--- src/verilog/eeprom_host_pkg.sv ---
// constants, timing counts and state codes for the page-write host controller
// What this block does
// - every byte or page write starts with the three-byte unlock sequence
// - one to 64 bytes load after unlock and program in one period
// - each next byte strobe follows the previous within 100 microseconds
// - page select bits stay identical at every falling write strobe of the load
// - the three unlock bytes carry the full fixed unlock addresses
// - output enable is high during a write only while both strobes are low
package eeprom_host_pkg;

    // ==========================================================
    // bus shape
    localparam int ADDR_W       = 13;
    localparam int DATA_W       = 8;
    localparam int PAGE_LSB     = 6;
    localparam int PAGE_BYTES   = 64;
    localparam int UNLOCK_STEPS = 3;
    localparam int POLL_STATUS_BIT   = 7;
    localparam int TOGGLE_STATUS_BIT = 6;

    // ==========================================================
    // timing, figures in their own units
    localparam int CLK_MHZ   = 25;
    localparam int T_WP_NS   = 200;
    localparam int T_WPH_NS  = 100;
    localparam int T_ACC_NS  = 200;
    localparam int T_OEHP_NS = 150;
    localparam int T_BLC_US  = 100;
    localparam int T_WC_MS   = 10;

    function automatic int ns_to_cyc_up(input int ns);
        int c;
        c = (ns * CLK_MHZ + 999) / 1000;
        return (c < 1) ? 1 : c;
    endfunction

    localparam int WP_CYC    = ns_to_cyc_up(T_WP_NS);
    localparam int WPH_CYC   = ns_to_cyc_up(T_WPH_NS);
    localparam int ACC_CYC   = ns_to_cyc_up(T_ACC_NS);
    localparam int OEHP_CYC  = ns_to_cyc_up(T_OEHP_NS);
    localparam int SYNC_CYC  = 2;
    localparam int RD_CYC    = ACC_CYC + SYNC_CYC + 1;
    localparam int BLC_CYC   = T_BLC_US * CLK_MHZ;
    localparam int WC_CYC    = T_WC_MS * 1000 * CLK_MHZ;
    localparam int PHASE_W   = 4;

    // ==========================================================
    // controller states, gray along idle-pulse-gap-poll
    typedef enum logic [2:0] {
        ST_IDLE     = 3'h0,
        ST_PULSE    = 3'h1,
        ST_GAP      = 3'h3,
        ST_POLL_RD  = 3'h2,
        ST_POLL_GAP = 3'h6,
        ST_READ     = 3'h4
    } state_t;

endpackage

--- src/verilog/eeprom_page_host.sv ---
// host controller: unlocked page writes, status polling and reads of a parallel eeprom
`timescale 1ns/10ps
`default_nettype none
module eeprom_page_host
    import eeprom_host_pkg::*;
#(
    parameter int                PROG_CYC = WC_CYC,
    parameter logic [ADDR_W-1:0] UA0      = 13'h0001,
    parameter logic [ADDR_W-1:0] UA1      = 13'h0002,
    parameter logic [ADDR_W-1:0] UA2      = 13'h0003,
    parameter logic [DATA_W-1:0] UD0      = 8'h01,
    parameter logic [DATA_W-1:0] UD1      = 8'h02,
    parameter logic [DATA_W-1:0] UD2      = 8'h03
) (
    input  wire logic                         clock,
    input  wire logic                         arst_n,
    input  wire logic                         enable,
    input  wire logic                         load_valid,
    input  wire logic [PAGE_LSB-1:0]          load_offset,
    input  wire logic [DATA_W-1:0]            load_data,
    output logic                              load_ready,
    input  wire logic                         wr_req,
    input  wire logic [ADDR_W-PAGE_LSB-1:0]   wr_page,
    output logic                              wr_done,
    output logic                              wr_error,
    input  wire logic                         rd_req,
    input  wire logic [ADDR_W-1:0]            rd_addr,
    output logic                              rd_valid,
    output logic      [DATA_W-1:0]            rd_data,
    output logic                              busy,
    output logic                              mem_ce_n,
    output logic                              mem_oe_n,
    output logic                              mem_we_n,
    output logic      [ADDR_W-1:0]            mem_addr,
    output logic      [DATA_W-1:0]            mem_dq_out,
    output logic                              mem_dq_oe,
    input  wire logic [DATA_W-1:0]            mem_dq_in
);
    // ==========================================================
    // elaboration checks
    // timer runs on to the end of a poll read after expiry, so leave room for it
    localparam int PW = $clog2(PROG_CYC + RD_CYC + 1);
    localparam int CW = $clog2(PAGE_BYTES + UNLOCK_STEPS + 1);
    if (PROG_CYC < 1 || PAGE_BYTES != (1 << PAGE_LSB) || RD_CYC >= (1 << PHASE_W)) begin : g_bad
        $error("eeprom_page_host: unsupported parameter values");
    end

    // ==========================================================
    // state
    state_t                        st;
    logic [CW-1:0]                 cnt;
    logic [CW-1:0]                 seq;
    logic [ADDR_W-PAGE_LSB-1:0]    page;
    logic [PHASE_W-1:0]            ph;
    logic [PW-1:0]                 prog_tmr;
    logic [ADDR_W-1:0]             last_addr;
    logic [DATA_W-1:0]             last_data;
    logic                          prev_tog;
    logic                          have_prev;
    logic [DATA_W-1:0]             dq_s1;
    logic [DATA_W-1:0]             dq_s2;
    logic [PAGE_LSB+DATA_W-1:0]    buf_rdata;

    // ==========================================================
    // decoding
    wire              load_take  = load_valid && load_ready;
    wire              in_unlock  = seq < CW'(UNLOCK_STEPS);
    wire [CW-1:0]     buf_pos    = seq - CW'(UNLOCK_STEPS);
    wire [CW-1:0]     total      = cnt + CW'(UNLOCK_STEPS);
    wire              all_sent   = seq == total;
    wire              pulse_end  = ph == PHASE_W'(WP_CYC - 1);
    wire              gap_end    = ph == PHASE_W'(WPH_CYC - 1);
    wire              rd_end     = ph == PHASE_W'(RD_CYC - 1);
    wire              ohp_end    = ph == PHASE_W'(OEHP_CYC - 1);
    // at or past: expiry may land inside a poll read and must not be missed
    wire              timed_out  = prog_tmr >= PW'(PROG_CYC);
    wire [ADDR_W-1:0] ua_sel     = (seq == CW'(0)) ? UA0 : (seq == CW'(1)) ? UA1 : UA2;
    wire [DATA_W-1:0] ud_sel     = (seq == CW'(0)) ? UD0 : (seq == CW'(1)) ? UD1 : UD2;
    // page bits from one latched value
    wire [ADDR_W-1:0] step_addr  = in_unlock ? ua_sel : {page, buf_rdata[PAGE_LSB+DATA_W-1:DATA_W]};
    wire [DATA_W-1:0] step_data  = in_unlock ? ud_sel : buf_rdata[DATA_W-1:0];
    // poll bit shows true data, toggle bit has settled
    wire              poll_ok    = dq_s2[POLL_STATUS_BIT] == last_data[POLL_STATUS_BIT];
    wire              tog_ok     = have_prev && (dq_s2[TOGGLE_STATUS_BIT] == prev_tog);
    wire              prog_done  = poll_ok && tog_ok;
    wire              idle_next  = (st == ST_IDLE && !wr_req && !rd_req)
                                   || (st == ST_POLL_RD && rd_end && (prog_done || timed_out))
                                   || (st == ST_POLL_GAP && timed_out)
                                   || (st == ST_READ && rd_end);
    wire [CW-1:0]     next_cnt   = load_take ? cnt + CW'(1) : cnt;

    page_buffer #(
        .WIDTH (PAGE_LSB + DATA_W),
        .DEPTH (PAGE_BYTES)
    ) u_buf (
        .clock  (clock),
        .arst_n (arst_n),
        .enable (enable),
        .we     (load_take),
        .waddr  (cnt[PAGE_LSB-1:0]),
        .wdata  ({load_offset, load_data}),
        .raddr  (buf_pos[PAGE_LSB-1:0]),
        .rdata  (buf_rdata)
    );

    // ==========================================================
    // pin input synchroniser
    always_ff @(posedge clock or negedge arst_n) begin
        if (!arst_n) begin
            dq_s1 <= '0;
            dq_s2 <= '0;
        end else if (enable) begin
            dq_s1 <= mem_dq_in;
            dq_s2 <= dq_s1;
        end
    end

    // ==========================================================
    // sequencer
    always_ff @(posedge clock or negedge arst_n) begin
        if (!arst_n) begin
            st <= ST_IDLE;
            cnt <= '0;
            seq <= '0;
            page <= '0;
            ph <= '0;
            prog_tmr <= '0;
            last_addr <= '0;
            last_data <= '0;
            prev_tog <= 1'b0;
            have_prev <= 1'b0;
            load_ready <= 1'b0;
            wr_done <= 1'b0;
            wr_error <= 1'b0;
            rd_valid <= 1'b0;
            rd_data <= '0;
            busy <= 1'b0;
            mem_ce_n <= 1'b1;
            mem_oe_n <= 1'b1;
            mem_we_n <= 1'b1;
            mem_addr <= '0;
            mem_dq_out <= '0;
            mem_dq_oe <= 1'b0;
        end else if (enable) begin
            wr_done <= 1'b0;
            wr_error <= 1'b0;
            rd_valid <= 1'b0;
            ph <= ph + PHASE_W'(1);
            cnt <= next_cnt;
            load_ready <= idle_next && (next_cnt != CW'(PAGE_BYTES));
            busy <= !idle_next;
            unique case (st)
                ST_IDLE: begin
                    ph <= '0;
                    // a write always restarts at the unlock
                    if (wr_req && cnt != '0) begin
                        st <= ST_GAP;
                        seq <= '0;
                        page <= wr_page;
                        mem_oe_n <= 1'b0;
                    end else if (rd_req) begin
                        st <= ST_READ;
                        mem_addr <= rd_addr;
                        mem_ce_n <= 1'b0;
                        mem_oe_n <= 1'b0;
                    end
                end
                ST_GAP: begin
                    if (all_sent) begin
                        st <= ST_POLL_RD;
                        ph <= '0;
                        prog_tmr <= '0;
                        have_prev <= 1'b0;
                        mem_addr <= last_addr;
                        mem_ce_n <= 1'b0;
                    end else if (gap_end) begin
                        // strobes low with output enable high
                        st <= ST_PULSE;
                        ph <= '0;
                        mem_addr <= step_addr;
                        mem_dq_out <= step_data;
                        mem_dq_oe <= 1'b1;
                        mem_oe_n <= 1'b1;
                        mem_ce_n <= 1'b0;
                        mem_we_n <= 1'b0;
                    end
                end
                ST_PULSE: begin
                    if (pulse_end) begin
                        // short fixed gap keeps the byte load window
                        st <= ST_GAP;
                        ph <= '0;
                        seq <= seq + CW'(1);
                        last_addr <= mem_addr;
                        last_data <= mem_dq_out;
                        mem_dq_oe <= 1'b0;
                        mem_ce_n <= 1'b1;
                        mem_we_n <= 1'b1;
                        mem_oe_n <= 1'b0;
                    end
                end
                ST_POLL_RD: begin
                    prog_tmr <= prog_tmr + PW'(1);
                    if (rd_end) begin
                        ph <= '0;
                        prev_tog <= dq_s2[TOGGLE_STATUS_BIT];
                        have_prev <= 1'b1;
                        mem_ce_n <= 1'b1;
                        mem_oe_n <= 1'b1;
                        if (prog_done || timed_out) begin
                            st <= ST_IDLE;
                            cnt <= '0;
                            wr_done <= prog_done;
                            wr_error <= !prog_done;
                        end else begin
                            st <= ST_POLL_GAP;
                        end
                    end
                end
                ST_POLL_GAP: begin
                    prog_tmr <= prog_tmr + PW'(1);
                    if (timed_out) begin
                        st <= ST_IDLE;
                        cnt <= '0;
                        wr_error <= 1'b1;
                    end else if (ohp_end) begin
                        st <= ST_POLL_RD;
                        ph <= '0;
                        mem_ce_n <= 1'b0;
                        mem_oe_n <= 1'b0;
                    end
                end
                ST_READ: begin
                    if (rd_end) begin
                        st <= ST_IDLE;
                        rd_data <= dq_s2;
                        rd_valid <= 1'b1;
                        mem_ce_n <= 1'b1;
                        mem_oe_n <= 1'b1;
                    end
                end
                default: begin
                    st <= ST_IDLE;
                    mem_ce_n <= 1'b1;
                    mem_oe_n <= 1'b1;
                    mem_we_n <= 1'b1;
                    mem_dq_oe <= 1'b0;
                end
            endcase
        end
    end

    // ==========================================================
    // checks; helper counts write strobes since leaving idle
    localparam int BLOAD_MAX = 1000;
    logic          we_prev;
    logic [CW-1:0] pulse_num;
    always_ff @(posedge clock or negedge arst_n) begin
        if (!arst_n) begin
            we_prev <= 1'b1;
            pulse_num <= '0;
        end else begin
            we_prev <= mem_we_n;
            if (st == ST_IDLE) begin
                pulse_num <= '0;
            end else if (we_prev && !mem_we_n) begin
                pulse_num <= pulse_num + CW'(1);
            end
        end
    end

    property p_unlock_first;
        @(posedge clock) disable iff (!arst_n)
        $fell(mem_we_n) && pulse_num == '0 |-> mem_addr == UA0 && mem_dq_out == UD0;
    endproperty
    a_unlock_first: assert property (p_unlock_first) else $error("first strobe not unlock");

    property p_unlock_rest;
        @(posedge clock) disable iff (!arst_n)
        $fell(mem_we_n) && pulse_num != '0 && pulse_num < CW'(UNLOCK_STEPS)
        |-> mem_addr == ((pulse_num == CW'(1)) ? UA1 : UA2);
    endproperty
    a_unlock_rest: assert property (p_unlock_rest) else $error("unlock address wrong");

    property p_same_page;
        @(posedge clock) disable iff (!arst_n)
        $fell(mem_we_n) && pulse_num >= CW'(UNLOCK_STEPS) |-> mem_addr[ADDR_W-1:PAGE_LSB] == page;
    endproperty
    a_same_page: assert property (p_same_page) else $error("page bits changed in load");

    property p_byte_count;
        @(posedge clock) disable iff (!arst_n)
        (st == ST_GAP) ##1 (st == ST_POLL_RD) |-> pulse_num == total && cnt != '0;
    endproperty
    a_byte_count: assert property (p_byte_count) else $error("loaded byte count wrong");

    property p_load_window;
        @(posedge clock) disable iff (!arst_n)
        $rose(mem_we_n) && enable && !all_sent |-> ##[1:BLOAD_MAX] $fell(mem_we_n);
    endproperty
    a_load_window: assert property (p_load_window) else $error("next byte too late");

    property p_oe_in_write;
        @(posedge clock) disable iff (!arst_n)
        (st == ST_PULSE || st == ST_GAP) |-> mem_oe_n == (!mem_we_n && !mem_ce_n);
    endproperty
    a_oe_in_write: assert property (p_oe_in_write) else $error("oe high outside strobe");

    property p_no_contention;
        @(posedge clock) disable iff (!arst_n)
        mem_dq_oe |-> mem_oe_n && !mem_we_n;
    endproperty
    a_no_contention: assert property (p_no_contention) else $error("host drives data in read");

    property p_prog_bound;
        @(posedge clock) disable iff (!arst_n)
        $fell(busy) && ($past(st) == ST_POLL_RD || $past(st) == ST_POLL_GAP)
        |-> prog_tmr <= PW'(PROG_CYC + RD_CYC) && (wr_done ^ wr_error);
    endproperty
    a_prog_bound: assert property (p_prog_bound) else $error("write end not reported");
endmodule
`default_nettype wire

--- src/verilog/page_buffer.sv ---
// small page buffer memory with registered read data
`timescale 1ns/10ps
`default_nettype none
module page_buffer #(
    parameter int WIDTH = 14,
    parameter int DEPTH = 64
) (
    input  wire logic                     clock,
    input  wire logic                     arst_n,
    input  wire logic                     enable,
    input  wire logic                     we,
    input  wire logic [$clog2(DEPTH)-1:0] waddr,
    input  wire logic [WIDTH-1:0]         wdata,
    input  wire logic [$clog2(DEPTH)-1:0] raddr,
    output logic      [WIDTH-1:0]         rdata
);
    if (WIDTH < 1 || DEPTH < 2) begin : g_bad
        $error("page_buffer: width or depth too small");
    end

    logic [WIDTH-1:0] mem [DEPTH];

    always_ff @(posedge clock) begin
        if (enable && we) begin
            mem[waddr] <= wdata;
        end
    end

    always_ff @(posedge clock or negedge arst_n) begin
        if (!arst_n) begin
            rdata <= '0;
        end else if (enable) begin
            rdata <= mem[raddr];
        end
    end
endmodule
`default_nettype wire

--- config.mk ---
export PLATFORM = sky130hd
export DESIGN_NAME = eeprom_page_host
export DESIGN_NICKNAME = d
export VERILOG_FILES = /design/src/verilog/eeprom_host_pkg.sv /design/src/verilog/eeprom_page_host.sv /design/src/verilog/page_buffer.sv
export SDC_FILE = /design/constraint.sdc
export NUM_CORES = 1
export LEC_CHECK = 0
export BUFFER_PORTS_ARGS = -buffer_cell sky130_fd_sc_hd__clkbuf_2
export CORE_MARGIN = 2
export CORE_UTILIZATION = 55
export CTS_CLUSTER_DIAMETER = 100
export DETAILED_ROUTE_END_ITERATION = 16
export PLACE_DENSITY = 0.8
export SLEW_MARGIN = 10
export SYNTH_ARGS = -nofsm -noshare
export SYNTH_HDL_FRONTEND = slang
export SYNTH_SLANG_ARGS = --single-unit
--- constraint.sdc ---
create_clock -name clock -period 3.9 [get_ports clock]
set_input_delay 0 -clock clock [delete_from_list [all_inputs] [get_ports clock]]
set_output_delay 0 -clock clock [all_outputs]
set_load 0.005 [all_outputs]
After elaboration in Yosys (flattened, before gate mapping). Memory sizes are Yosys's and may differ from the RTL's. A register that Yosys moved wholly into a read port is not among the register bits. Index checks and enable logic that the tools add are counted.

Memories kept: 1. Logic and storage cells: 177. Bits in registers: 123. Output and inout bits: 38. Bits of input ports: 48. Bits in writable memories: 896.

Add/subtract/negate cells: 6. $lt $le $gt $ge: 2. Bitwise operators: 2. Eq/ne operators: 29. Multiplexer cells: 69. Reductions and logical operators: 44.

Memory list: u_buf.mem (depth 64, width 14, read ports 1, clocked after memory_dff 1, write ports 1, line page_buffer.sv:21) `logic [WIDTH-1:0] mem [DEPTH];`.

Operator list (number): 13-bit two-way mux (5); 7-bit two-way mux (6); 18-bit case mux with 2 select lines (1); 3-bit two-way mux (10); 7-bit case mux with 2 select lines (2); 1-bit two-way mux (26); 13-bit case mux with 2 select lines (1); 4-bit two-way mux (6); 2-bit inequality test (second input constant) (11); 4-bit case mux with 5 select lines (1); 18-bit by 1-bit adder with 18-bit output (second input constant) (1); 18-bit greater-or-equal comparator (second input constant) (1); 18-bit two-way mux (1); 3-bit case mux with 6 select lines (1); 8-bit AND reduction (2); 3-bit AND reduction (5); 7-bit by 1-bit adder with 7-bit output (second input constant) (2); 1-bit logical AND (12); 4-bit AND reduction (3); 1-bit case mux with 5 select lines (2); 5-bit AND reduction (2); 3-bit inequality test (second input constant) (3); 4-bit by 2-bit == test with 1-bit output (second input constant) (2); 4-bit by 3-bit == test with 1-bit output (second input constant) (2); other kinds (26) (44).

Logic depth before layout (Yosys ltp).
Depth after elaboration: 9. Gate-level depth with buffers: 14. Gate-level depth less buffers: 8.

Modules after synthesis. A second synthesis with hierarchy kept.

Cells, all modules: 2176. Area, all modules: 41328.4 µm².

Modules (own cells, without submodules): page_buffer (cells each 1585, instances 1, area each 35119.9 µm², sequential area each 27256.1 µm²); eeprom_page_host (cells each 591, instances 1, area each 6208.5 µm², sequential area each 2906.5 µm²).

Worst setup path after synthesis. Ideal clock, no wire load.

Path type: register to register. Start point: reg seq[0]. End point: reg u_buf.rdata[1], read port of u_buf.mem. Library setup time: 0.142 ns. Path buffers: 7. Required time: 3.758 ns. Cell stages (with the launch flop): 15. Path slack: 0.758 ns. Arrival time: 2.999 ns. Clock period less this slack: 3.142 ns. Path through: dfrtp_1 buf_2 buf_4 buf_2 buf_2 inv_1 ha_1 buf_2 buf_1 clkbuf_1 mux4_2 nand2_1 nand3_1 o2111ai_1 o221ai_1.

Longest elaborated chain between the ends: 1.

RTL lines: start, declared (line eeprom_page_host.sv:52) `logic [CW-1:0] seq;`; start signal, assigned (line eeprom_page_host.sv:193) `seq <= seq + CW'(1);`; 6-bit by 2-bit subtractor with 6-bit output (line eeprom_page_host.sv:68) `wire [CW-1:0] buf_pos = seq - CW'(UNLOCK_STEPS);`; end, declared (line page_buffer.sv:15) `output logic [WIDTH-1:0] rdata`.

No other way between the ends. A chain may end at the register's enable or synchronous reset.

Worst setup path after layout.
Start point: reg seq[0]. End point: reg u_buf.rdata[8], read port of u_buf.mem.

Same word-level chain as after synthesis.

==> results.cfg <==
[drt]
postRouteAntennaNets = 0
drt_wl_total_mm = 99.6
remaining_drc_errors = 0
wire_per_inst_um = 27.7
drtIter0Drc = 3278
dr.pass1.iters = 5
vias_per_cell = 6.46
num_vias = 23200

[sta]
fmax_ghz = 0.278
fin_setup_tns_ps = 0
relSlewSlack_pct = 15.8
period_minus_slack_ps = 3590
finalCritPeriodShare_pct = 92.2
skew_ps = 27.4
setup_viol = 0
rsz0062_at_grt = no
worstMarginPinSlew_ps = 1260
slew_viol_final = 0
hold_violations = 0

[clocking]
clk_latency_ps = 670
postCtsSetupBuffers = 0
clock_sinks = 1026
cts_tree = built
cts_buffers = 97
clk_pin_slew_ps = 70
clk_path_buf_depth = 3
post_cts_resized = 0
cts-htree-levels = 3
cts_hold_buffers = 37
cts_root_buffer = clkbuf_16

[synthesis]
yosysUniqueCellTypes = 77
synth_area_um2 = 41200
netlist_top_cells_area = edfxtp_1 65%, mux4_2 12%, dfrtp_1 7.7%
syn_nets = 2413
ys_warn_count = 0
synth_commonest_cells = 896 x edfxtp_1, 339 x nand2_1, 224 x mux4_2
synth_flop_cell = edfxtp_1
synth-edff-count = 896
ys_seq_area_share_pct = 73.3
synthArstFlopShare_pct = 12.7
yosysMostFrequentCell = edfxtp_1
ys_ff_latch = 1026
syn_area_per_cell_um2 = 17.5
synthCells = 2354
yosys.area.top_type = edfxtp_1
synth_top_area_share_pct = 65.3

[placement]
placed_area_um2 = 43200
io_buffers = 85
place_congestion = 0.901
place_hpwl_mm = 55.9

[grt]
grt_pass1_wl_mm = 150
overflow = 0
grt_pass1_vias = 23300
track_usage_pct = 26.1
antenna_found_initial = 0
grt_max_degree = 115

[critical_path]
cp.arrival_ps = 4100
crit_path_start_kind = register
crit_path_end_kind = register
critical_path_class = reg -> reg
cp.required_ps = 4400
cp_max_fo = 14
slowest_delay_ps = 940
slowest_stage = and2_0
path_cells = ha_1 -> nor3_1 -> xnor2_2 -> and2_0 -> nand3_1 -> o2111ai_1 -> o221ai_1

[status]
status = finished, final reports clean

[floorplan]
fp.coreArea_um2 = 74300
die_area_um2 = 77100
rows = 100
die_w_um = 278
io_pins = 86
die_y_um = 278
start_util_pct = 55.4

[pwr]
peakVddDrop_uv = 607
leakagePower_nw = 15.7
p_per_area_nw_per_um2 = 611

[cells_and_area]
drive_above_1_share_pct = 23.7
post-route-cell-area_um2 = 46700
nFillCells = 4931
syn_to_final_growth_pct = 13.4
layout.nets = 2601

[job]
maxCapViolations = 0

[min_path]
hold_class = in -> reg
[path summary, 6_finish.rpt]
check | start | end | slack, ps | cells after the start
hold / removal | load_data[5] | u_buf.mem[16][5] | 20 | 2
min in group asynchronous | arst_n | mem_we_n | 500 | 3
setup / recovery | seq[0] | u_buf.rdata[8] | 310 | 7
max in group asynchronous | arst_n | seq[0] | 2760 | 4
hold reg to reg | busy | busy | 490 | 2
setup reg to reg | seq[0] | u_buf.rdata[8] | 310 | 7
[final cells by class]
type | instances | area, µm² | area share [%]
Antenna cell | 1 | 2.50 | 0.00536
Clock buffer | 131 | 2670 | 5.71
Clock inverter | 50 | 493 | 1.06
Inverter | 33 | 124 | 0.265
Multi-Input combinational cell | 1156 | 10300 | 22.1
Sequential cell | 1026 | 30200 | 64.6
Tap cell | 969 | 1210 | 2.60
Timing Repair Buffer | 228 | 1700 | 3.64
[registers in the layout (all words and copies together), names as in the netlist, 3 cells and up]
register,count
cnt,7
dq_s1,8
dq_s2,8
last_addr,13
mem_addr,13
mem_dq_out,8
page,7
ph,4
prog_tmr,18
rd_data,8
seq,7
st,3
u_buf.mem,896
u_buf.rdata,14
[metrics by stage]
| step | power [mW] | hold WS, ps | utilization, % | worst slack (ps) | instances |
|---|---|---|---|---|---|
| after detailed placement | 19.2 | 58.2 | 58.1 | 563 | 3375 |
| final | 28.5 | 18.8 | 62.8 | 306 | 3594 |
| after CTS | 28.6 | 14.3 | 62.8 | 415 | 3593 |
| after global routing | 29.5 | 33.7 | 62.8 | 258 | 3593 |
| after floorplan | 17.3 | -296 | - | 758 | 2354 |
| after global placement | 19.1 | 49.6 | 58.1 | 547 | 3375 |
[where the power goes]
part           total (mW)  switching [mW]  leakage [nW]  internal, mW
Clock                9.40            4.05          1.54          5.35
Sequential           12.5           0.303          9.73          12.2
Combinational        6.60            3.58          4.48          3.02
Total                28.5            7.93          15.7          20.6
[cells by family after synthesis]
kind of cell,count (synthesis),share of synthesized area [%]
buf+inv,172,1.79
mux,275,13.6
xor+xnor,40,0.851
fa+ha+maj,11,0.334
simple gates,638,6.74
compound gates,192,3.42
flops,1026,73.3
[worst max-delay path: cells and delay by family (launching register included)]
kind / cells / cell delay, ps
flip-flops: 1 / 550
AND/OR/NAND/NOR: 3 / 1720
XOR/XNOR: 1 / 220
adder cells (fa/ha/maj): 1 / 370
AO/OA/AOI/OAI: 2 / 560
[placed cells by master, fill, tap and decap left out, types with 24 or more instances in the layout]
cell	n
a31oi_1	32
buf_4	100
clkbuf_1	24
clkbuf_16	98
clkbuf_2	84
dfrtp_1	126
dlygate4sd3_1	36
edfxtp_1	896
inv_1	32
mux2_2	39
mux4_2	224
nand2_1	339
nand3_1	89
nor2_1	112
o21ai_0	41
[metal layers]
layer | GRT usage (%) | up-vias | wire length [µm]
met5 | 0 | - | 0
met4 | 9.34 | 0 | 3150
met3 | 4.51 | 193 | 10100
met2 | 41.4 | 1494 | 48300
met1 | 37.1 | 11900 | 38100
li1 | - | 9624 | -
Power figures use the tool's default switching activity.
